<file path="src/pkg/fsg_pkg.sv">
// shared constants and carriers for the frame sync generation block
package fsg_pkg;

   ////////////////////////////////////////////////////////////////////////////
   // register map: avalon word index
   localparam int ADDR_W = 3;
   localparam logic [2:0] IDX_CTRL = 3'h0;
   localparam logic [2:0] IDX_GEN = 3'h1;
   localparam logic [2:0] IDX_TXDATA = 3'h2;
   localparam logic [2:0] IDX_STATUS = 3'h3;
   localparam logic [2:0] IDX_SHIFT = 3'h4;

   // field layout of the generator register
   localparam int PERIOD_W = 12;
   localparam int WIDTH_W = 8;
   localparam int GEN_PERIOD_LSB = 0;
   localparam int GEN_WIDTH_LSB = 16;
   localparam logic [31:0] GEN_RESET = 32'h0000_0000;

   // holding register must see this many transmit bit clocks before a frame
   localparam logic [1:0] READY_EDGES = 2'h3;

   // interrupt select code for frame detection
   localparam logic [1:0] INT_SEL_FRAME = 2'h2;

   // synchronised pin inputs, one bit each
   localparam int PIN_GEN_CLK = 0;
   localparam int PIN_TX_CLK = 1;
   localparam int PIN_RX_FS = 2;
   localparam int PIN_TX_FS = 3;
   localparam int PIN_COUNT = 4;

   ////////////////////////////////////////////////////////////////////////////
   // control register, bit 0 is frame_gen_reset_n
   typedef struct packed {
      logic [1:0] tx_interrupt_select;
      logic [1:0] rx_interrupt_select;
      logic tx_clock_direction;
      logic tx_sync_polarity;
      logic tx_sync_direction;
      logic rx_sync_polarity;
      logic rx_sync_direction;
      logic loopback_enable;
      logic clock_resync_enable;
      logic tx_sync_generator_select;
      logic frame_gen_reset_n;
   } fsg_ctrl_s;
   localparam int CTRL_W = $bits(fsg_ctrl_s);
   localparam logic [CTRL_W-1:0] CTRL_RESET = 13'h0000;

   // status register, read only
   typedef struct packed {
      logic tx_frame_sync_internal;
      logic rx_frame_sync_internal;
      logic generated_frame_pulse;
      logic holding_full;
      logic tx_empty_flag;
   } fsg_status_s;
   localparam int STATUS_W = $bits(fsg_status_s);

endpackage : fsg_pkg

</file>
<file path="src/verilog/fsg_pin_sync.sv">
// three-stage pin synchronisers with agreement filter and rise detect
`timescale 1ns/1ps
module fsg_pin_sync #(
   parameter int WIDTH = 4
) (
   // clock and reset
   input wire logic clk,
   input wire logic rst_n,
   // asynchronous inputs
   input wire logic [WIDTH-1:0] async_in,
   // filtered level and one-cycle rise pulse
   output logic [WIDTH-1:0] level,
   output logic [WIDTH-1:0] rise
);

   if (WIDTH < 1) $error("fsg_pin_sync: WIDTH must be at least 1");

   ////////////////////////////////////////////////////////////////////////////
   genvar i;
   for (i = 0; i < WIDTH; i++) begin : g_bit
      logic s1_reg, s2_reg, s3_reg, level_reg, rise_reg;
      // s1 feeds s2 only; a change counts once s2 and s3 agree
      always_ff @(posedge clk) begin
         if (!rst_n) begin
            s1_reg <= 1'b0;
            s2_reg <= 1'b0;
            s3_reg <= 1'b0;
            level_reg <= 1'b0;
            rise_reg <= 1'b0;
         end else begin
            s1_reg <= async_in[i];
            s2_reg <= s1_reg;
            s3_reg <= s2_reg;
            level_reg <= (s2_reg == s3_reg) ? s3_reg : level_reg;
            rise_reg <= s2_reg & s3_reg & ~level_reg;
         end
      end
      assign level[i] = level_reg;
      assign rise[i] = rise_reg;
   end

endmodule : fsg_pin_sync

</file>
<file path="src/verilog/fsg_frame_counter.sv">
// period and width down counters that make the generated frame pulse
`timescale 1ns/1ps
module fsg_frame_counter #(
   parameter int PERIOD_W = 12,
   parameter int WIDTH_W = 8
) (
   // clock and reset
   input wire logic clk,
   input wire logic rst_n,
   // control
   input wire logic run,
   input wire logic tick,
   input wire logic resync_mode,
   input wire logic resync_event,
   input wire logic [PERIOD_W-1:0] period,
   input wire logic [WIDTH_W-1:0] width,
   // frame pulse
   output logic pulse
);

   if (PERIOD_W < 1 || WIDTH_W < 1) $error("fsg_frame_counter: widths must be positive");

   logic [PERIOD_W-1:0] period_reg;
   logic [WIDTH_W-1:0] width_reg;
   logic pulse_reg, pend_reg;
   wire logic start = resync_mode ? (pend_reg | resync_event) : (period_reg == '0);

   ////////////////////////////////////////////////////////////////////////////
   // counters load value+1 by loading value on the start tick itself
   always_ff @(posedge clk) begin
      if (!rst_n || !run) begin
         period_reg <= '0;
         width_reg <= '0;
         pulse_reg <= 1'b0; // [RQ9]
         pend_reg <= 1'b0;
      end else if (tick) begin
         pend_reg <= 1'b0;
         if (start) begin
            period_reg <= period; // [RQ7] [RQ24]
            width_reg <= width; // [RQ8] [RQ24]
            pulse_reg <= 1'b1; // [RQ10]
         end else begin
            period_reg <= period_reg - 1'b1; // [RQ7] [RQ10]
            width_reg <= (width_reg == '0) ? width_reg : width_reg - 1'b1;
            pulse_reg <= pulse_reg & (width_reg != '0); // [RQ8]
         end
      end else begin
         // a resync edge between bit clocks waits for the next one
         pend_reg <= pend_reg | (resync_mode & resync_event); // [RQ11]
      end
   end
   assign pulse = pulse_reg;

endmodule : fsg_frame_counter

</file>
<file path="src/verilog/fsg_frame_sync.sv">
// frame sync generation and selection with avalon register access
//
// Notes on behaviour
// RQ1 - halted input bit clock is just slow
// RQ2 - far end keeps bit clock lines glitch free
// RQ3 - late holding write flags transmit empty
// RQ4 - far end restarts clock three edges early
// RQ5 - receive and transmit sync chosen independently
// RQ6 - generator runs only when enabled and selected
// RQ7 - twelve bit period counter, value plus one
// RQ8 - eight bit width counter, value plus one
// RQ9 - generated pulse low until generation begins
// RQ10 - period expiry raises pulse, new frame
// RQ11 - resync ignores period, external sync times frames
// RQ12 - software keeps width below element length
// RQ13 - receive sync from pin, polarity adjusted
// RQ14 - generated pulse drives receive sync, pin output
// RQ15 - generated receive sync, pin resyncs generator
// RQ16 - loopback: transmit sync feeds receive sync
// RQ17 - loopback resync: pin only resyncs generator
// RQ18 - transmit sync from pin, polarity adjusted
// RQ19 - generated pulse drives transmit sync and pin
// RQ20 - copy makes one bit clock transmit sync
// RQ21 - copy framing slower with delay one, two
// RQ22 - interrupt select 10b signals frame detection
// RQ23 - detection uses synchronised adjusted sync, even reset
// RQ24 - counters reload each frame, step on bit clock
//
// Register access over Avalon-MM and the placing of the registers were decided locally.
`timescale 1ns/1ps
module fsg_frame_sync #(
   parameter int PERIOD_W = fsg_pkg::PERIOD_W,
   parameter int WIDTH_W = fsg_pkg::WIDTH_W
) (
   // clock and reset
   input wire logic CORE_CLK,
   input wire logic RESETN,
   // avalon-mm slave, word addressed
   input wire logic [fsg_pkg::ADDR_W-1:0] AVS_ADDRESS,
   input wire logic AVS_READ,
   input wire logic AVS_WRITE,
   input wire logic [31:0] AVS_WRITEDATA,
   input wire logic [3:0] AVS_BYTEENABLE,
   output logic [31:0] AVS_READDATA,
   output logic AVS_WAITREQUEST,
   // bit clocks from outside this clock domain
   input wire logic GENERATED_BIT_CLOCK,
   input wire logic TX_BIT_CLOCK_IN,
   // receive frame sync pin
   input wire logic RX_FRAME_SYNC_PIN_IN,
   output logic RX_FRAME_SYNC_PIN_OUT,
   output logic RX_FRAME_SYNC_PIN_OE_N,
   // transmit frame sync pin
   input wire logic TX_FRAME_SYNC_PIN_IN,
   output logic TX_FRAME_SYNC_PIN_OUT,
   output logic TX_FRAME_SYNC_PIN_OE_N,
   // events and status
   output logic RX_INTERRUPT,
   output logic TX_INTERRUPT,
   output logic TX_EMPTY_FLAG
);

   if (PERIOD_W != fsg_pkg::PERIOD_W || WIDTH_W != fsg_pkg::WIDTH_W)
      $error("fsg_frame_sync: counter widths are fixed by the register layout");

   ////////////////////////////////////////////////////////////////////////////
   // registers and state

   logic [fsg_pkg::CTRL_W-1:0] ctrl_reg;
   logic [31:0] gen_reg;
   logic [31:0] tx_holding_register_reg;
   logic [31:0] tx_shift_register_reg;
   logic holding_full_reg;
   logic [1:0] ready_count_reg;
   logic tx_empty_reg;
   logic copy_pulse_reg;
   logic rx_int_reg, tx_int_reg;
   logic rx_irq_reg, tx_irq_reg;
   logic rx_out_reg, rx_oe_n_reg, tx_out_reg, tx_oe_n_reg;
   logic wait_reg;
   logic [31:0] rdata_reg;

   fsg_pkg::fsg_ctrl_s ctrl;
   assign ctrl = fsg_pkg::fsg_ctrl_s'(ctrl_reg);

   ////////////////////////////////////////////////////////////////////////////
   // pin synchronisers; every outside level passes four flops

   logic [fsg_pkg::PIN_COUNT-1:0] pin_level;
   logic [fsg_pkg::PIN_COUNT-1:0] pin_rise;

   fsg_pin_sync #(
      .WIDTH(fsg_pkg::PIN_COUNT)
   ) u_sync (
      .clk(CORE_CLK),
      .rst_n(RESETN),
      .async_in({TX_FRAME_SYNC_PIN_IN, RX_FRAME_SYNC_PIN_IN, TX_BIT_CLOCK_IN, GENERATED_BIT_CLOCK}),
      .level(pin_level),
      .rise(pin_rise)
   );

   // a stopped clock simply gives no edge; no timeout watches it, so a restart
   // continues as one long bit period. glitches seen for two or more core clocks would count as edges.
   wire logic gen_tick = pin_rise[fsg_pkg::PIN_GEN_CLK]; // [RQ1] [RQ2]
   wire logic tx_tick = ctrl.tx_clock_direction ? gen_tick
                                                : pin_rise[fsg_pkg::PIN_TX_CLK]; // [RQ1]

   // pin levels after polarity; polarity 1 means the pin is active low
   wire logic rx_pin_sync = pin_level[fsg_pkg::PIN_RX_FS] ^ ctrl.rx_sync_polarity;
   wire logic tx_pin_sync = pin_level[fsg_pkg::PIN_TX_FS] ^ ctrl.tx_sync_polarity;

   ////////////////////////////////////////////////////////////////////////////
   // frame pulse generator

   logic generated_frame_pulse;
   logic rx_pin_prev_reg;

   wire logic gen_run = ctrl.frame_gen_reset_n & ctrl.tx_sync_generator_select; // [RQ6]
   // only an inactive-to-active change on the receive pin restarts a frame
   wire logic resync_event = rx_pin_sync & ~rx_pin_prev_reg; // [RQ15] [RQ17]

   fsg_frame_counter #(
      .PERIOD_W(PERIOD_W),
      .WIDTH_W(WIDTH_W)
   ) u_counter (
      .clk(CORE_CLK),
      .rst_n(RESETN),
      .run(gen_run),
      .tick(gen_tick),
      .resync_mode(ctrl.clock_resync_enable), // [RQ11]
      .resync_event(resync_event),
      .period(gen_reg[fsg_pkg::GEN_PERIOD_LSB +: PERIOD_W]),
      .width(gen_reg[fsg_pkg::GEN_WIDTH_LSB +: WIDTH_W]),
      .pulse(generated_frame_pulse)
   );

   ////////////////////////////////////////////////////////////////////////////
   // transmit frame sync source; copy framing cannot reach the peak packet
   // rate with a data delay of one or two bits, the copy waits on the holding
   // register being ready first

   wire logic tx_copy_mode = ctrl.tx_sync_direction & ~ctrl.tx_sync_generator_select; // [RQ21]
   wire logic tx_sync_sel = !ctrl.tx_sync_direction ? tx_pin_sync // [RQ18] [RQ5]
      : ctrl.tx_sync_generator_select ? generated_frame_pulse // [RQ19]
      : copy_pulse_reg; // [RQ20]
   wire logic tx_out_next = tx_sync_sel ^ ctrl.tx_sync_polarity; // [RQ19] [RQ20]
   wire logic tx_oe_n_next = ~ctrl.tx_sync_direction;

   ////////////////////////////////////////////////////////////////////////////
   // receive frame sync source and pin direction

   wire logic rx_sync_sel = ctrl.loopback_enable ? tx_sync_sel // [RQ16] [RQ17]
      : ctrl.rx_sync_direction ? generated_frame_pulse // [RQ14] [RQ15]
      : rx_pin_sync; // [RQ13] [RQ5]
   // resync keeps the pin an input; loopback with direction 0 leaves it floating
   wire logic rx_oe_n_next = ~(ctrl.rx_sync_direction & ~ctrl.clock_resync_enable);  // [RQ14] [RQ16]
   wire logic rx_out_next = (ctrl.loopback_enable ? tx_sync_sel : generated_frame_pulse)
      ^ ctrl.rx_sync_polarity; // [RQ14] [RQ16]

   ////////////////////////////////////////////////////////////////////////////
   // frame detection; works whatever the generator or data paths are doing

   wire logic rx_sync_rise = rx_sync_sel & ~rx_int_reg; // [RQ23]
   wire logic tx_sync_rise = tx_sync_sel & ~tx_int_reg; // [RQ23]
   wire logic rx_irq_next = (ctrl.rx_interrupt_select == fsg_pkg::INT_SEL_FRAME) & rx_sync_rise; // [RQ22]
   wire logic tx_irq_next = (ctrl.tx_interrupt_select == fsg_pkg::INT_SEL_FRAME) & tx_sync_rise; // [RQ22]

   ////////////////////////////////////////////////////////////////////////////
   // avalon decode; one wait state, the access completes when waitrequest is low

   wire logic bus_req = AVS_READ | AVS_WRITE;
   wire logic bus_done = bus_req & ~wait_reg;
   wire logic wr_done = AVS_WRITE & ~wait_reg;
   wire logic sel_ctrl = (AVS_ADDRESS == fsg_pkg::IDX_CTRL);
   wire logic sel_gen = (AVS_ADDRESS == fsg_pkg::IDX_GEN);
   wire logic sel_txdata = (AVS_ADDRESS == fsg_pkg::IDX_TXDATA);
   wire logic sel_status = (AVS_ADDRESS == fsg_pkg::IDX_STATUS);
   wire logic sel_shift = (AVS_ADDRESS == fsg_pkg::IDX_SHIFT);
   wire logic [31:0] be_mask = {{8{AVS_BYTEENABLE[3]}}, {8{AVS_BYTEENABLE[2]}},
                                {8{AVS_BYTEENABLE[1]}}, {8{AVS_BYTEENABLE[0]}}};
   wire logic [31:0] ctrl_word = {{(32 - fsg_pkg::CTRL_W){1'b0}}, ctrl_reg};
   wire logic [31:0] ctrl_wr = (ctrl_word & ~be_mask) | (AVS_WRITEDATA & be_mask);
   wire logic [31:0] gen_wr = (gen_reg & ~be_mask) | (AVS_WRITEDATA & be_mask);
   wire logic [31:0] txd_wr = (tx_holding_register_reg & ~be_mask) | (AVS_WRITEDATA & be_mask);
   wire logic holding_write = wr_done & sel_txdata;

   // gen register keeps only its documented fields
   wire logic [31:0] gen_field_mask = {{(32 - fsg_pkg::GEN_WIDTH_LSB - WIDTH_W){1'b0}}, {WIDTH_W{1'b1}},
                                       {(fsg_pkg::GEN_WIDTH_LSB - PERIOD_W){1'b0}}, {PERIOD_W{1'b1}}};

   fsg_pkg::fsg_status_s status;
   assign status.tx_frame_sync_internal = tx_int_reg;
   assign status.rx_frame_sync_internal = rx_int_reg;
   assign status.generated_frame_pulse = generated_frame_pulse;
   assign status.holding_full = holding_full_reg;
   assign status.tx_empty_flag = tx_empty_reg;

   wire logic [31:0] rdata_next = sel_ctrl ? ctrl_word
      : sel_gen ? gen_reg
      : sel_txdata ? tx_holding_register_reg
      : sel_status ? {{(32 - fsg_pkg::STATUS_W){1'b0}}, status}
      : sel_shift ? tx_shift_register_reg
      : 32'h0000_0000;

   ////////////////////////////////////////////////////////////////////////////
   // holding to shift copy and underflow

   // a write needs three transmit bit clocks to settle before it may be used
   wire logic holding_ready = holding_full_reg & (ready_count_reg == fsg_pkg::READY_EDGES); // [RQ3] [RQ4]
   // copy framing copies as soon as data is ready and no pulse is out
   wire logic copy_now_trig = tx_copy_mode & tx_tick & holding_ready & ~copy_pulse_reg;      // [RQ20]
   // other modes copy at the transmit frame start
   wire logic frame_start_tx = ~tx_copy_mode & tx_sync_rise;
   wire logic copy_now_frame = frame_start_tx & holding_ready;
   wire logic underflow = frame_start_tx & ~holding_ready; // [RQ3]
   wire logic copy_now = copy_now_trig | copy_now_frame;

   wire logic [1:0] ready_count_next = holding_write ? 2'h0
      : (tx_tick && ready_count_reg != fsg_pkg::READY_EDGES)
      ? ready_count_reg + 2'h1 : ready_count_reg;

   ////////////////////////////////////////////////////////////////////////////
   // bus handshake and read data
   always_ff @(posedge CORE_CLK) begin
      if (!RESETN) begin
         wait_reg <= 1'b1;
         rdata_reg <= 32'h0000_0000;
      end else begin
         wait_reg <= ~(bus_req & wait_reg);
         rdata_reg <= (AVS_READ & wait_reg) ? rdata_next : rdata_reg;
      end
   end

   // software-written configuration
   always_ff @(posedge CORE_CLK) begin
      if (!RESETN) begin
         ctrl_reg <= fsg_pkg::CTRL_RESET;
         gen_reg <= fsg_pkg::GEN_RESET;
      end else begin
         ctrl_reg <= (wr_done & sel_ctrl) ? ctrl_wr[fsg_pkg::CTRL_W-1:0] : ctrl_reg;
         gen_reg <= (wr_done & sel_gen) ? (gen_wr & gen_field_mask) : gen_reg;
      end
   end

   // holding and shift registers
   always_ff @(posedge CORE_CLK) begin
      if (!RESETN) begin
         tx_holding_register_reg <= 32'h0000_0000;
         tx_shift_register_reg <= 32'h0000_0000;
         holding_full_reg <= 1'b0;
         ready_count_reg <= 2'h0;
      end else begin
         tx_holding_register_reg <= holding_write ? txd_wr : tx_holding_register_reg;
         tx_shift_register_reg <= copy_now ? tx_holding_register_reg : tx_shift_register_reg;
         holding_full_reg <= holding_write | (holding_full_reg & ~copy_now);
         ready_count_reg <= ready_count_next; // [RQ3]
      end
   end

   // empty flag: an underflow in the cycle of a holding write still sets it
   always_ff @(posedge CORE_CLK) begin
      if (!RESETN) begin
         tx_empty_reg <= 1'b0;
      end else begin
         tx_empty_reg <= underflow | (tx_empty_reg & ~holding_write);       // [RQ3]
      end
   end

   // copy-triggered sync lasts exactly one transmit bit clock
   always_ff @(posedge CORE_CLK) begin
      if (!RESETN || !tx_copy_mode) begin
         copy_pulse_reg <= 1'b0;
      end else if (tx_tick) begin
         copy_pulse_reg <= copy_now_trig; // [RQ20]
      end
   end

   // internal syncs, resync edge history and detection pulses
   always_ff @(posedge CORE_CLK) begin
      if (!RESETN) begin
         rx_int_reg <= 1'b0;
         tx_int_reg <= 1'b0;
         rx_pin_prev_reg <= 1'b0;
         rx_irq_reg <= 1'b0;
         tx_irq_reg <= 1'b0;
      end else begin
         rx_int_reg <= rx_sync_sel;
         tx_int_reg <= tx_sync_sel;
         rx_pin_prev_reg <= rx_pin_sync;
         rx_irq_reg <= rx_irq_next; // [RQ22]
         tx_irq_reg <= tx_irq_next; // [RQ22]
      end
   end

   // pin drivers come straight from flops; enables are active low
   always_ff @(posedge CORE_CLK) begin
      if (!RESETN) begin
         rx_out_reg <= 1'b0;
         rx_oe_n_reg <= 1'b1;
         tx_out_reg <= 1'b0;
         tx_oe_n_reg <= 1'b1;
      end else begin
         rx_out_reg <= rx_out_next;
         rx_oe_n_reg <= rx_oe_n_next;
         tx_out_reg <= tx_out_next;
         tx_oe_n_reg <= tx_oe_n_next;
      end
   end

   ////////////////////////////////////////////////////////////////////////////
   // outputs
   assign AVS_READDATA = rdata_reg;
   assign AVS_WAITREQUEST = wait_reg;
   assign RX_FRAME_SYNC_PIN_OUT = rx_out_reg;
   assign RX_FRAME_SYNC_PIN_OE_N = rx_oe_n_reg;
   assign TX_FRAME_SYNC_PIN_OUT = tx_out_reg;
   assign TX_FRAME_SYNC_PIN_OE_N = tx_oe_n_reg;
   assign RX_INTERRUPT = rx_irq_reg;
   assign TX_INTERRUPT = tx_irq_reg;
   assign TX_EMPTY_FLAG = tx_empty_reg;

endmodule : fsg_frame_sync

</file>
<file path="config.mk">
export PLATFORM = sky130hd
export DESIGN_NAME = fsg_frame_sync
export DESIGN_NICKNAME = d
export VERILOG_FILES = /design/src/pkg/fsg_pkg.sv /design/src/verilog/fsg_pin_sync.sv /design/src/verilog/fsg_frame_counter.sv /design/src/verilog/fsg_frame_sync.sv
export SDC_FILE = /design/constraint.sdc
export NUM_CORES = 1
export LEC_CHECK = 0
export ABC_CLOCK_PERIOD_IN_PS = 2600
export BUFFER_PORTS_ARGS = -buffer_cell sky130_fd_sc_hd__buf_2
export CAP_MARGIN = 15
export CORE_MARGIN = 4
export CORE_UTILIZATION = 40
export DETAILED_ROUTE_END_ITERATION = 6
export SETUP_SLACK_MARGIN = 0.3
export SLEW_MARGIN = 10
export SYNTH_ARGS = -nofsm -noshare
export SYNTH_HDL_FRONTEND = slang
export SYNTH_SLANG_ARGS = --single-unit
</file>
<file path="constraint.sdc">
create_clock -name CORE_CLK -period 2.6 [get_ports CORE_CLK]
set_clock_uncertainty 0.1 [all_clocks]
set_input_delay 0 -clock CORE_CLK [delete_from_list [all_inputs] [get_ports CORE_CLK]]
set_output_delay 0 -clock CORE_CLK [all_outputs]
set_load 0.1 [all_outputs]
</file>
# After elaboration in Yosys (flattened, before gate mapping)
# Cells that the tools add are included.
[op_classes] div=0 n_addsub=3 mul=0 n_reduce_logical=13 n_eq_ne=13 shifts=0 bitwise=64 mux=16 n_lt_le_gt_ge=0
[ops] cell="$mux 32" n=5
[ops] cell="$and 32x32->32" n=2
[ops] cell="$not 32->32" n=1
[ops] cell="$or 32x32->32" n=1
[ops] cell="$and 1x1->1" n=29
[ops] cell="$and 24x24->24" n=1
[ops] cell="$or 24x24->24" n=1
[ops] cell="$not 1->1" n=17
[ops] cell="$mux 8" n=2
[ops] cell="$and 13x13->13" n=1
[ops] cell="$or 13x13->13" n=1
[ops] cell="$logic_not 12->1" n=1
[ops] cell="$mux 12" n=1
[ops] cell="$sub 12x1->12 const B" n=1
[ops] cell="$logic_not 8->1" n=1
[ops] cell="$mux 1" n=8
[ops] cell="$reduce_bool 8->1" n=1
[ops] cell="$sub 8x1->8 const B" n=1
[ops] cell="$eq 2x2->1 const B" n=3
[ops] cell="$eq 3x2->1 const B" n=2
[ops] cell="$or 1x1->1" n=6
[ops] cell="$eq 1x1->1" n=4
[ops] cell="$reduce_or 2->1" n=2
[ops] cell="$xor 1x1->1" n=4
[ops] cell="other kinds (10)" n=13
[totals] ramBits=0 regBits=184 mem_count=0 word_cells=150 output_inout_bits=40 mem_bits_ro=0 latchBits=0 inputBits=47

# Longest topological paths before layout
# Gate-level depths: netlist of run 1.
[logic_depth] word_depth=9 mapped_depth=9 depth_no_buf=7

# Modules after synthesis
# Synthesis of run 1 repeated with hierarchy kept, for this count alone.
[hier_totals] cells_unflattened=919 hier_area_um2=8439.3
[by_module_without_submodules] module="fsg_frame_sync" cells_each=685 instances=1 area_per_inst_um2=6301.0 seq_area_each_um2=2882.8
[by_module_without_submodules] module="fsg_frame_counter" cells_each=172 instances=1 area_per_inst_um2=1442.6 seq_area_each_um2=440.4
[by_module_without_submodules] module="fsg_pin_sync" cells_each=62 instances=1 area_per_inst_um2=695.7 seq_area_each_um2=400.4

# Worst setup path before layout of run 1
# OpenSTA, ideal clock, no wires.
[synth_timing] path_type="register to register" startpoint="register wait_reg (netlist: AVS_WAITREQUEST)" endpoint="register rdata_reg[12] (netlist: AVS_READDATA[12])" stages_incl_launch_ff=6 arrival_ps=2023 required_ps=2432 n_path_buf=1 setup_slack_ps=409 setup_ps=68 cell_sequence="dfxtp_1 nand2_1 nor2_1 clkbuf_1 a22oi_1 nor2_1"
[synth_between] elab_chain_cells=1
[synth_lines] element="start, declared" line="fsg_frame_sync.sv:80" rtl="logic wait_reg;"
[synth_lines] element="start signal, assigned" line="fsg_frame_sync.sv:229" rtl="wait_reg <= ~(bus_req & wait_reg);"
[synth_lines] element="$and 1x1->1" line="fsg_frame_sync.sv:230" rtl="rdata_reg <= (AVS_READ & wait_reg) ? rdata_next : rdata_reg;"
[synth_lines] element="end signal, assigned" line="fsg_frame_sync.sv:230"
[synth_lines] element="end, declared" line="fsg_frame_sync.sv:81" rtl="logic [31:0] rdata_reg;"
# No other way between the ends.
# A chain may end at the register's enable or synchronous reset.

==> impl_summary.log, run 1 <==
INFO  metric post_layout_instance_area = just under 10,000 µm²
INFO  metric drcViolationCount = 0
INFO  metric seqPwrFrac = 0.473
INFO  metric ys_dominant_reg_cell = dfxtp_1
INFO  metric coreArea = 19,500 µm²
INFO  metric arrival = approximately 2.4 ns
INFO  metric clock_tree_root_driver_cell = clkbuf_16
INFO  metric placement.io_buffers = 86
INFO  metric critical_path_required = 2.86 ns
INFO  metric pwr-share-comb = 0.085
INFO  metric antenna_cells_inserted = 0
INFO  metric min_path_type = input port to flip-flop
INFO  metric nNetsFinal = about 1,100
INFO  metric clock_tree.buffer_depth = 2
INFO  metric switching_portion_of_total_power = 0.266
INFO  metric power.switching = 1.61 mW
INFO  metric detailedPlace.worstSlack = around 0.28 ns
INFO  metric cts_tree = yes
INFO  metric synth_cells = roughly 930
INFO  metric worst_setup_path_end_kind = flip-flop
INFO  metric post_route_cells_drive_above_1_share = 0.164
INFO  metric pin_count = 87
INFO  metric setup_violations = 0
INFO  metric area_delta_synth_final = 24.8%
INFO  metric cap_viol_max_count = 0
INFO  metric die_h = roughly 150 µm
INFO  metric post-cts-setup-buffer-count = 0
INFO  metric crit_path_max_fanout = 14
INFO  metric core.rowCount = 51
INFO  metric number_of_synthesized_flops_with_an_enable_pin = 0
INFO  metric cts_inserted_buffers = 17
INFO  metric wirelength_routed = ~23 mm
INFO  metric ys_async_sr_fraction = 0
INFO  metric clkLatencyLatePin = around 0.44 ns
INFO  metric dpl_cell_area = between 8000 and 9000 µm²
INFO  metric route.detailed.wl_per_inst = about 18 µm
INFO  metric power_density = just over 600 nW/µm²
INFO  metric yosys_register_bits = around 180
INFO  metric timing.setup.tns = 0 ns
INFO  metric drt-initial-drc-count = 791
INFO  metric finalMaxSlewViolations = 0
INFO  metric post-dp-hpwl = 15.3 mm
INFO  metric num_vias = between 7,000 and 8,000
INFO  metric vias_in_the_first_global_route = roughly 6,700
INFO  metric rel_slew_slack = 0.323
INFO  metric pre_repair_dr_iteration_count = 5
INFO  metric dieWidth = 149 µm
INFO  metric status = complete, no violations
INFO  metric netlist_area = 7940 µm²
INFO  metric worst_path_largest_cell_delay = roughly 0.58 ns
INFO  metric drt.antenna.violating_nets = 0
INFO  metric syn-num-nets = around 1,000
INFO  metric power_report.internal_total = approximately 4.5 mW
INFO  metric avgSynthCellArea = 8.58 µm²
INFO  metric synth.top_cell.area_share = 0.464
INFO  metric final-hold-violation-count = 0
INFO  metric cts.sinks = ~180
INFO  metric peakVddDrop = approximately 0.00046 V
INFO  metric number_of_antenna_violations_at_the_first_check_in_global_routing = 0
INFO  metric post-route-period-util = 0.837
INFO  metric initial_core_util = 0.408
INFO  metric grt_max_degree = 61
INFO  metric fmax = about 460 MHz
INFO  metric synth_area_leaders = dfxtp_1, a21oi_1, nand2_1, nand3_1, nand3b_1
INFO  metric post-synth-top-count-cell = dfxtp_1
INFO  metric total_routing_resource_utilization_after_global_routing = 0.207
INFO  metric cp-start-kind = flip-flop
INFO  metric globalplace.congestion = a little under 0.9
INFO  metric crit_chain = nand2b_1 -> nor4b_4 -> buf_4 -> nand3_1 -> dlygate4sd3_1 -> a21oi_1
INFO  metric grt_first_pass_wirelength = ~37 mm
INFO  metric layout_setup_ws = between 0.4 and 0.5 ns
INFO  metric post_synth_most_frequent_cells = dfxtp_1, a21oi_1, nand2_1
INFO  metric netlist-cell-type-count = 60
INFO  metric leakage = about 3.5 nW
INFO  metric finalWorstPathRequiredPeriod = ~2.2 ns
INFO  metric critical-path-top-delay-family = buffers and inverters
INFO  metric vias_per_cell = ~5.4
INFO  metric cp_num_buf_inv = 2
INFO  metric timing.critical_path.slowest_stage_cell = dlygate4sd3_1
INFO  metric yosys_warnings = 0
INFO  metric tightestPinTransition = 1.02 ns
INFO  metric clkPwrFrac = 0.442
INFO  metric globalRoute.totalOverflow = 0
INFO  metric design.die.area = around 22,000 µm²
INFO  metric htree_levels = 4
INFO  metric synth.yosys.seq_area_share = 0.464
INFO  metric synth_largest_area_cell = dfxtp_1
INFO  metric crit_path_category = flip-flop to flip-flop
INFO  metric clk_pin_slew = roughly 0.080 ns
INFO  metric rsz0062_at_grt = yes
==> cells by family after synthesis <==
logic type,after synthesis,synth area share
AOI/OAI and AO/OA,270,0.210
DFF,184,0.464
adders and majority gates,7,0.0110
and+or+nand+nor,341,0.216
xor gates and xnor gates,5,0.00552
buffers and inverters,84,0.0427
muxes,34,0.0514
==> what timing repair did <==
action	CTS	global route
hold endpoints to repair	75	0
pin swaps	0	1
setup endpoints to repair	11	24
hold buffers	59	0
resized for setup	2	5
cloned	0	1
==> cell usage in the layout (no fill, tap or decap), types with 5 or more instances in the layout <==
master,instances
a211oi_1,19
a21oi_1,121
a22o_1,19
a22oi_1,21
a2bb2oi_1,7
a32o_1,7
and2_1,17
buf_2,86
buf_4,30
clkbuf_16,17
dfxtp_1,184
dlygate4sd3_1,59
ha_1,7
inv_1,12
inv_8,5
mux2i_1,24
nand2_1,102
nand3_1,69
nand3b_1,34
nor2_1,68
nor2b_1,5
nor3_1,14
o21ai_0,47
o22ai_1,6
==> worst paths after layout <==
| kind | cells past startpoint | slack, ns | end | start |
|---|---|---|---|---|
| max | 6 | 0.42 | flip-flop | AVS_WAITREQUEST$_SDFF_PN1_ |
| min | 4 | 0.03 | flip-flop | AVS_BYTEENABLE[3] |
| max reg2reg | 6 | 0.42 | flip-flop | AVS_WAITREQUEST$_SDFF_PN1_ |
| min reg2reg | 1 | 0.31 | u_sync.g_bit[0].rise_reg$_SDFF_PN0_ | u_sync.g_bit[0].level_reg$_SDFFE_PN0N_ |
==> stage by stage <==
stage,cells,hold slack (ns),power [mW],utilization
floorplan,925,0.0159,3.26,-
global placement,1236,0.106,3.40,0.446
detailed placement,1236,0.110,3.40,0.446
CTS,1326,0.0164,6.10,0.507
global route,1327,0.0862,6.26,0.509
finish,1327,0.0268,6.07,0.509
==> power groups by stage <==
stage          Clock, mW  Combinational [mW]  Sequential [mW]
3_5_place_dp           0               0.458             2.94
5_1_grt             2.84               0.545             2.88
6_report            2.68               0.513             2.87
4_1_cts             2.72               0.508             2.87
3_3_place_gp           0               0.459             2.94
2_1_floorplan          0               0.168             3.09
==> layout make-up <==
type | count | area, µm²
Clock buffer | 17 | 425
Clock inverter | 14 | 175
Fill cell | 1822 | 9550
Inverter | 13 | 51.3
Multi-Input combinational cell | 658 | 3980
Sequential cell | 184 | 3680
Tap cell | 265 | 332
Timing Repair Buffer | 176 | 1270
==> metal layers <==
metal | routed length [µm] | GRT usage
met1 | 11200 | 0.297
met4 | 326 | 0.0595
met5 | 0 | 0
met3 | 1140 | 0.0334
met2 | 10700 | 0.322
==> worst min-delay path, cell delays in order <==
cell     delay (ns)
buf_2          0.16
nand2_1        0.19
nand2_1        0.12
a21oi_1        0.05
No activity file was read; power rests on OpenSTA's default activity.
==> run 2, diff against run 1 <==
--- a/config.mk
+++ b/config.mk
@@ -5,7 +5,8 @@
 export SDC_FILE = /design/constraint.sdc
 export NUM_CORES = 1
 export LEC_CHECK = 0
-export ABC_CLOCK_PERIOD_IN_PS = 2600
+export ABC_AREA = 1
+export ABC_CLOCK_PERIOD_IN_PS = 2000
 export BUFFER_PORTS_ARGS = -buffer_cell sky130_fd_sc_hd__buf_2
 export CAP_MARGIN = 15
 export CORE_MARGIN = 4
==> constraint.sdc (replaced) <==
create_clock -name CORE_CLK -period 2 [get_ports CORE_CLK]
set_clock_uncertainty 0.1 [all_clocks]
set_input_delay 0 -clock CORE_CLK [delete_from_list [all_inputs] [get_ports CORE_CLK]]
set_output_delay 0 -clock CORE_CLK [all_outputs]
set_load 0.1 [all_outputs]
==> run 2 against run 1 <==
Compared with the run above: sequential power is 30% higher; cell area fell by 0.59%; sequential cell count is the same; highest routed layer is now met5; core utilization shrank 0.30 points; non-clock buffer count decreased by 10; total power increased by 25%; first-iteration DRC count is 46% lower; die area decreased by 0.58%; register-to-register slack worse by 0.06 ns.
==> impl_summary.log, run 2 <==
INFO  metric status = complete, no violations (unchanged)
INFO  metric vias_per_cell = 4.92 (was 5.44)
INFO  metric dr_wl_met2 = 9.93 mm (was 10.7 mm)
INFO  metric place_inst = 1,375 (was 1,236)
INFO  metric drcViolationCount = 0 (unchanged)
INFO  metric post-route-period-util = 0.820 (was 0.837)
INFO  metric cp_num_buf_inv = 3 (was 2)
INFO  metric critical_path_required = 2.19 ns (was 2.86 ns)
INFO  metric post_synth_most_frequent_cells = dfxtp_1, o21ai_0, nand2_1 (was dfxtp_1, a21oi_1, nand2_1)
INFO  metric grt_max_degree = 85 (was 61)
INFO  metric grt_first_pass_wirelength = 34.2 mm (was 36.7 mm)
INFO  metric worstRegToRegCells = 9 (was 6)
INFO  metric leading_cell_type_in_the_layout_fill_and_taps_excluded = dfxtp_1 (unchanged)
INFO  metric yosys_register_bits = 184 (unchanged)
INFO  metric htree_levels = 4 (unchanged)
INFO  metric tightestPinTransition = 0.500 ns (was 1.02 ns)
INFO  metric clock_tree_root_driver_cell = clkbuf_16 (unchanged)
INFO  metric post-dp-hpwl = 14.2 mm (was 15.3 mm)
INFO  metric power_density = 768 nW/µm² (was 612 nW/µm²)
INFO  metric finalMaxSlewViolations = 0 (unchanged)
INFO  metric min_path_type = input port to flip-flop (unchanged)
INFO  metric synth.top_cell.area_share = 0.467 (was 0.464)
INFO  metric crit_path_category = flip-flop to flip-flop (unchanged)
INFO  metric number_of_synthesized_flops_with_an_enable_pin = 0 (unchanged)
INFO  metric coreArea = 19,500 µm² (unchanged)
INFO  metric ys_dominant_reg_cell = dfxtp_1 (unchanged)
INFO  metric area_delta_synth_final = 24.9% (was 24.8%)
INFO  metric netlist_area = 7890 µm² (was 7940 µm²)
INFO  metric met3WireLength = 1.05 mm (was 1.14 mm)
INFO  metric end_of_the_worst_hold_path = AVS_READDATA[3]$_SDFFE_PN0P_
INFO  metric synth_cells = 1,058 (was 925)
INFO  metric drt.antenna.violating_nets = 0 (unchanged)
INFO  metric number_of_antenna_violations_at_the_first_check_in_global_routing = 1 (was 0)
INFO  metric pin_count = 87 (unchanged)
INFO  metric globalplace.congestion = 0.861 (was 0.877)
INFO  metric synth_largest_area_cell = dfxtp_1 (unchanged)
INFO  metric timing.critical_path.slowest_stage_cell = dfxtp_2 (was dlygate4sd3_1)
INFO  metric drt-initial-drc-count = 426 (was 791)
INFO  metric placement.io_buffers = 86 (unchanged)
INFO  metric crit_path_max_fanout = 4 (was 14)
INFO  metric avgSynthCellArea = 7.46 µm² (was 8.58 µm²)
INFO  metric antenna_cells_inserted = 0 (unchanged)
INFO  metric ys_async_sr_fraction = 0 (unchanged)
INFO  metric fillerInstances = 1,947 (was 1,822)
INFO  metric pre_repair_dr_iteration_count = 5 (unchanged)
INFO  metric timing.setup.tns = 0 ns (unchanged)
INFO  metric crit_chain = inv_2 -> nand2_1 -> nand2_2 -> o21ai_4 -> buf_4 -> nand2_1 -> nand2_1 -> inv_1 -> nor4_1 (was nand2b_1 -> nor4b_4 -> buf_4 -> nand3_1 -> dlygate4sd3_1 -> a21oi_1)
INFO  metric layout.cells.non_filler = 1,468 (was 1,327)
INFO  metric clk_pin_slew = 0.07 ns (was 0.08 ns)
INFO  metric globalRoute.totalOverflow = 0 (unchanged)
INFO  metric final_util = 0.506 (was 0.509)
INFO  metric arrival = 1.83 ns (was 2.44 ns)
INFO  metric synth_area_leaders = dfxtp_1, o21ai_0, nand2_1, a21oi_1, nor2_1 (was dfxtp_1, a21oi_1, nand2_1, nand3_1, nand3b_1)
INFO  metric cts_tree = yes (unchanged)
INFO  metric wirelength_routed = 21.4 mm (was 23.4 mm)
INFO  metric vias_in_the_first_global_route = 6,671 (was 6,748)
INFO  metric cts.sinks = 184 (unchanged)
INFO  metric total_routing_resource_utilization_after_global_routing = 0.193 (was 0.207)
INFO  metric cap_viol_max_count = 0 (unchanged)
INFO  metric worst_path_largest_cell_delay = 0.34 ns (was 0.58 ns)
INFO  metric final-hold-violation-count = 0 (unchanged)
INFO  metric finalPower = 7.56 mW (was 6.07 mW)
INFO  metric syn-num-nets = 1,112 (was 979)
INFO  metric clock_tree.buffer_depth = 2 (unchanged)
INFO  metric finalWorstPathRequiredPeriod = 1.64 ns (was 2.18 ns)
INFO  metric post_route_cells_drive_above_1_share = 0.185 (was 0.164)
INFO  metric hold_start = AVS_ADDRESS[1] (was AVS_BYTEENABLE[3])
INFO  metric wl_met1 = 10.0 mm (was 11.2 mm)
INFO  metric netlist-cell-type-count = 40 (was 60)
INFO  metric synth.yosys.seq_area_share = 0.467 (was 0.464)
INFO  metric post-synth-top-count-cell = dfxtp_1 (unchanged)
INFO  metric fmax = 610 MHz (was 459 MHz)
INFO  metric setup_violations = 0 (unchanged)
INFO  metric rsz0062_at_grt = yes (unchanged)
INFO  metric initial_core_util = 0.405 (was 0.408)
INFO  metric peakVddDrop = 0.000594 V (was 0.000462 V)
INFO  metric dieWidth = 148 µm (was 149 µm)
INFO  metric cts_inserted_buffers = 17 (unchanged)
INFO  metric clkLatencyLatePin = 0.43 ns (was 0.44 ns)
INFO  metric hold_depth = 5 (was 4)
INFO  metric cp-start-kind = flip-flop (unchanged)
INFO  metric yosys_warnings = 0 (unchanged)
INFO  metric leakage = 4.14 nW (was 3.52 nW)
INFO  metric rel_slew_slack = 0.669 (was 0.323)
INFO  metric reg2reg_to = RX_INTERRUPT$_SDFF_PN0_
INFO  metric route.detailed.wl_per_inst = 14.6 µm (was 17.6 µm)
INFO  metric num_vias = 7,227 (was 7,225)
INFO  metric nNetsFinal = 1,244 (was 1,104)
INFO  metric worst_setup_path_end_kind = flip-flop (unchanged)
INFO  metric layout_setup_ws = 0.360 ns (was 0.423 ns)
INFO  metric design.die.area = 22,000 µm² (was 22,200 µm²)
INFO  metric die_h = 148 µm (was 149 µm)
INFO  metric detailedPlace.worstSlack = 0.203 ns (was 0.285 ns)
INFO  metric layout.cells.most_common_list = dfxtp_1, o21ai_0, nand2_1, nor2_1, inv_1 (was dfxtp_1, a21oi_1, nand2_1, buf_2, nand3_1)
INFO  metric core.rowCount = 51 (unchanged)
INFO  metric maxUsedRoutingLayer = met5 (was met4)
INFO  metric r2r_slack = 0.36 ns (was 0.42 ns)
INFO  metric critical-path-top-delay-family = simple AND/OR/NAND/NOR gates (was buffers and inverters)
INFO  metric cp_common_cell = nand2_1
run 2: metal layers:
layer  vias up  track usage
li1       3732            -
met1      3296        0.267
met2       169        0.307
met3        28       0.0369
met4         2       0.0591
met5         -            0
run 2: final cells by class:
| class | count | area, µm² | share of cell area |
|---|---|---|---|
| Timing Repair Buffer | 166 | 1240 | 0.125 |
| Inverter | 129 | 495 | 0.0503 |
| Multi-Input combinational cell | 692 | 3520 | 0.358 |
| Clock buffer | 19 | 443 | 0.0450 |
| Clock inverter | 13 | 123 | 0.0124 |
| Sequential cell | 184 | 3700 | 0.376 |
| Tap cell | 265 | 332 | 0.0337 |
run 2: power breakdown:
part           switching [mW]  total (mW)  internal [mW]
sequential             0.0275        3.74           3.71
combinational           0.416       0.607          0.191
clock                    1.46        3.22           1.76
run 2: tightest hold or removal path: stages:
cell and delay (ns):
buf_2 0.14, nand4_1 0.10, nand3_1 0.10, nand4_1 0.09, a21oi_1 0.07
run 2: through the flow:
step | instance area [µm²] | hold slack [ns]
2_1_floorplan | 7890 | -0.00237
5_1_grt | 9850 | 0.0631
3_5_place_dp | 8530 | 0.0837
6_report | 9850 | 0.0268
4_1_cts | 9640 | 0.000952
3_3_place_gp | 8530 | 0.0804
run 2: logic make-up after synthesis:
| kind of cell | count (synthesis) | share of synthesized area |
|---|---|---|
| AO/OA/AOI/OAI | 297 | 0.196 |
| XOR/XNOR | 9 | 0.00999 |
| adder cells (fa/ha/maj) | 7 | 0.0111 |
| buffers and inverters | 182 | 0.0997 |
| flip-flops | 184 | 0.467 |
| AND/OR/NAND/NOR | 379 | 0.216 |
run 2: worst max path at each step:
| stage | endpoint | slack (ns) | cells after the start |
|---|---|---|---|
| global placement | u_counter.period_reg[4]$_SDFFE_PP0P_ | 0.26 | 11 |
| finish | RX_INTERRUPT$_SDFF_PN0_ | 0.36 | 9 |
| detailed placement | u_counter.period_reg[4]$_SDFFE_PP0P_ | 0.20 | 11 |
| CTS | flip-flop | 0.30 | 5 |
| floorplan | AVS_READDATA[0]$_SDFFE_PN0P_ | 0.44 | 4 |
| global route | RX_INTERRUPT$_SDFF_PN0_ | 0.26 | 9 |
run 2: timing repair:
action                     4_1_cts  5_1_grt
setup buffers                    0        8
hold endpoints to repair        97        0
pin swaps                        0        9
hold buffers                    52        0
gates cloned                     0        1
resized for setup                7       42
setup endpoints to repair       15       71
==> run 3, diff against run 2 <==
--- a/config.mk
+++ b/config.mk
@@ -5,8 +5,8 @@
 export SDC_FILE = /design/constraint.sdc
 export NUM_CORES = 1
 export LEC_CHECK = 0
-export ABC_AREA = 1
-export ABC_CLOCK_PERIOD_IN_PS = 2000
+export ABC_AREA = 0
+export ABC_CLOCK_PERIOD_IN_PS = 1700
 export BUFFER_PORTS_ARGS = -buffer_cell sky130_fd_sc_hd__buf_2
 export CAP_MARGIN = 15
 export CORE_MARGIN = 4
==> constraint.sdc (replaced) <==
create_clock -name CORE_CLK -period 1.7 [get_ports CORE_CLK]
set_clock_uncertainty 0.1 [all_clocks]
set_input_delay 0 -clock CORE_CLK [delete_from_list [all_inputs] [get_ports CORE_CLK]]
set_output_delay 0 -clock CORE_CLK [all_outputs]
set_load 0.1 [all_outputs]
==> run 3 against run 2 <==
Compared with the run above: the flow now finishes with violations (setup timing); final cell count down 3.1%; combinational power up 71%; sequential power is 17% higher; first-iteration DRC count increased by 48%; largest cell class is now multi-input gates; setup slack worse by 0.50 ns; routed wire length up 27%; critical path type unchanged; via count is 11% higher; clock power increased by 20%; cell area increased by 28%; sequential cell count stayed put; largest power group unchanged; clock-buffer cell count is 2 lower; fmax decreased by 11%.
==> impl_summary.log, run 3 (synthesis results as in run 1) <==
INFO  metric status = complete, but fails checks (was complete, no violations)
INFO  metric failed_checks = setup timing
INFO  metric fmax = 544 MHz (was 610 MHz)
INFO  metric cts.sinks = 184 (unchanged)
INFO  metric timing.hold.ws = 0.0377 ns (was 0.0268 ns)
INFO  metric pwr-share-comb = 0.112 (was 0.080)
INFO  metric switching_portion_of_total_power = 0.274 (was 0.252)
INFO  metric drt-initial-drc-count = 631 (was 426)
INFO  metric post-dp-hpwl = 16.5 mm (was 14.2 mm)
INFO  metric placement.io_buffers = 86 (unchanged)
INFO  metric grt_max_degree = 57 (was 85)
INFO  metric timing.setup.tns = -3.34 ns (was 0 ns)
INFO  metric vias_in_the_first_global_route = 7,532 (was 6,671)
INFO  metric worst_setup_path_end_kind = flip-flop (unchanged)
INFO  metric route.detailed.wl_per_inst = 19.1 µm (was 14.6 µm)
INFO  metric arrival = 2.06 ns (was 1.83 ns)
INFO  metric cts_tree = yes (unchanged)
INFO  metric power_report.internal_total = 6.75 mW (was 5.66 mW)
INFO  metric total_routing_resource_utilization_after_global_routing = 0.231 (was 0.193)
INFO  metric nNetsFinal = 1,200 (was 1,244)
INFO  metric power.switching = 2.55 mW (was 1.91 mW)
INFO  metric coreArea = 19,500 µm² (unchanged)
INFO  metric rsz0062_at_grt = yes (unchanged)
INFO  metric crit_chain = inv_2 -> ha_4 -> nor4b_4 -> nand4_2 -> and2_4 -> mux2_4 -> a32o_1 (was inv_2 -> nand2_1 -> nand2_2 -> o21ai_4 -> buf_4 -> nand2_1 -> nand2_1 -> inv_1 -> nor4_1)
INFO  metric place_inst = 1,297 (was 1,375)
INFO  metric cts_inserted_buffers = 17 (unchanged)
INFO  metric wirelength_routed = 27.2 mm (was 21.4 mm)
INFO  metric drcViolationCount = 0 (unchanged)
INFO  metric initial_core_util = 0.408 (was 0.405)
INFO  metric pin_count = 87 (unchanged)
INFO  metric final-hold-violation-count = 0 (unchanged)
INFO  metric clk_pin_slew = 0.07 ns (about the same)
INFO  metric setup_violations = 52 (was 0)
INFO  metric clkLatencyLatePin = 0.43 ns (about the same)
INFO  metric power_density = 740 nW/µm² (was 768 nW/µm²)
INFO  metric dieWidth = 149 µm (was 148 µm)
INFO  metric design.die.area = 22,200 µm² (was 22,000 µm²)
INFO  metric die_h = 149 µm (was 148 µm)
INFO  metric crit_path_max_fanout = 7 (was 4)
INFO  metric tightestPinTransition = 0.956 ns (was 0.500 ns)
INFO  metric finalWorstPathRequiredPeriod = 1.84 ns (was 1.64 ns)
INFO  metric post_route_cells_drive_above_1_share = 0.476 (was 0.185)
INFO  metric antenna_cells_inserted = 0 (unchanged)
INFO  metric drt.antenna.violating_nets = 0 (unchanged)
INFO  metric leakage = 4.42 nW (was 4.14 nW)
INFO  metric leading_cell_type_in_the_layout_fill_and_taps_excluded = dfxtp_1 (unchanged)
INFO  metric globalplace.congestion = 0.851 (was 0.861)
INFO  metric layout.cells.most_common_list = dfxtp_1, buf_2, buf_4, a21oi_2, nor2_1 (was dfxtp_1, o21ai_0, nand2_1, nor2_1, inv_1)
INFO  metric globalRoute.totalOverflow = 0 (unchanged)
INFO  metric min_path_type = input port to flip-flop (unchanged)
INFO  metric timing.critical_path.slowest_stage_cell = dfxtp_2 (unchanged)
INFO  metric cap_viol_max_count = 0 (unchanged)
INFO  metric crit_path_category = flip-flop to flip-flop (unchanged)
INFO  metric rel_slew_slack = 0.361 (was 0.669)
INFO  metric htree_levels = 4 (unchanged)
INFO  metric r2r_slack = -0.14 ns (was 0.36 ns)
INFO  metric critical_path_required = 1.92 ns (was 2.19 ns)
INFO  metric peakVddDrop = 0.000763 V (was 0.000594 V)
INFO  metric clkPwrFrac = 0.415 (was 0.426)
INFO  metric layout.cells.non_filler = 1,423 (was 1,468)
INFO  metric num_vias = 8,026 (was 7,227)
INFO  metric clock_tree.buffer_depth = 2 (unchanged)
INFO  metric cp-start-kind = flip-flop (unchanged)
INFO  metric worst_path_largest_cell_delay = 0.33 ns (was 0.34 ns)
INFO  metric seqPwrFrac = 0.472 (was 0.494)
INFO  metric layout_setup_ws = -0.138 ns (was 0.360 ns)
INFO  metric number_of_antenna_violations_at_the_first_check_in_global_routing = 1 (unchanged)
INFO  metric clock_tree_root_driver_cell = clkbuf_16 (unchanged)
INFO  metric post-route-period-util = 1.08 (was 0.820)
INFO  metric area_delta_synth_final = 58.3% (was 24.9%)
INFO  metric grt_first_pass_wirelength = 40.8 mm (was 34.2 mm)
INFO  metric vias_per_cell = 5.64 (was 4.92)
INFO  metric finalPower = 9.30 mW (was 7.56 mW)
INFO  metric finalMaxSlewViolations = 0 (unchanged)
INFO  metric core.rowCount = 51 (unchanged)
INFO  metric pre_repair_dr_iteration_count = 5 (unchanged)
-- run 3: cell types whose count changed in the layout (fill, tap and decap cells not counted), moves of 22 or more --
cell / before / now
a21oi_1: 104 / 55
a21oi_2: 0 / 65
inv_1: 109 / 10
nor2_1: 115 / 64
nand2_1: 143 / 42
buf_4: 20 / 78
mux2i_1: 0 / 22
buf_6: 4 / 27
nand2_2: 12 / 34
o21ai_0: 149 / 13
nand3b_1: 0 / 34
nand3_2: 5 / 35
nand3_1: 71 / 16
-- run 3: worst paths after layout --
kind                                          endpoint  cells after the start                                    from
setup / recovery  u_counter.period_reg[2]$_SDFFE_PP0P_                      7    u_counter.period_reg[0]$_SDFFE_PP0P_
hold / removal            AVS_READDATA[0]$_SDFFE_PN0P_                      4                          AVS_ADDRESS[1]
setup reg to reg  u_counter.period_reg[2]$_SDFFE_PP0P_                      7    u_counter.period_reg[0]$_SDFFE_PP0P_
hold reg to reg    u_sync.g_bit[1].rise_reg$_SDFF_PN0_                      1  u_sync.g_bit[1].level_reg$_SDFFE_PN0N_
-- run 3: layer usage --
| layer | global-route usage | wire (µm) | part of all wire |
|---|---|---|---|
| met1 | 0.319 | 12100 | 0.44 |
| met2 | 0.365 | 13100 | 0.48 |
| met3 | 0.0422 | 1300 | 0.048 |
| met4 | 0.0828 | 702 | 0.026 |
| met5 | 0 | 13 | 0.00048 |
-- run 3: layout make-up --
type	instances	area, µm²
timing repair buffer	272	2560
sequential	184	3730
clock buffer	17	425
fill	1455	6890
clock inverter	14	138
inverter	13	53.8
tap	265	332
multi-input combinational	658	5340
-- run 3: repair_timing --
item,CTS,global route
buffers inserted,29,7
pin swaps,101,84
hold endpoints to repair,94,0
resized for setup,192,177
hold buffers,46,0
cloned,11,2
setup endpoints to repair,142,163
-- run 3: worst max-delay path: cells and delay by family, from the launching register on --
family | cells | cell delay (ns)
adder cells (fa/ha/maj) | 1 | 0.13
multiplexers | 1 | 0.30
AO/OA/AOI/OAI | 1 | 0.20
buffers and inverters | 1 | 0.07
AND/OR/NAND/NOR | 3 | 0.61
flip-flops | 1 | 0.33
-- run 3: per-stage QoR --
stage	setup WS (ns)	instance area [µm²]	util
final	-0.138	12600	0.646
after detailed placement	-0.123	9400	0.483
after global routing	-0.203	12600	0.646
after global placement	-0.0821	9400	0.483
after floorplan	-0.175	8240	-
after CTS	-0.116	11700	0.603
-- run 3: power groups by stage --
stage / Clock, mW / Sequential (mW) / Combinational [mW]
3_3_place_gp: 0 / 4.50 / 0.758
6_report: 3.86 / 4.39 / 1.04
4_1_cts: 3.91 / 4.39 / 0.948
5_1_grt: 4.08 / 4.40 / 1.09
2_1_floorplan: 0 / 4.73 / 0.289
3_5_place_dp: 0 / 4.50 / 0.758
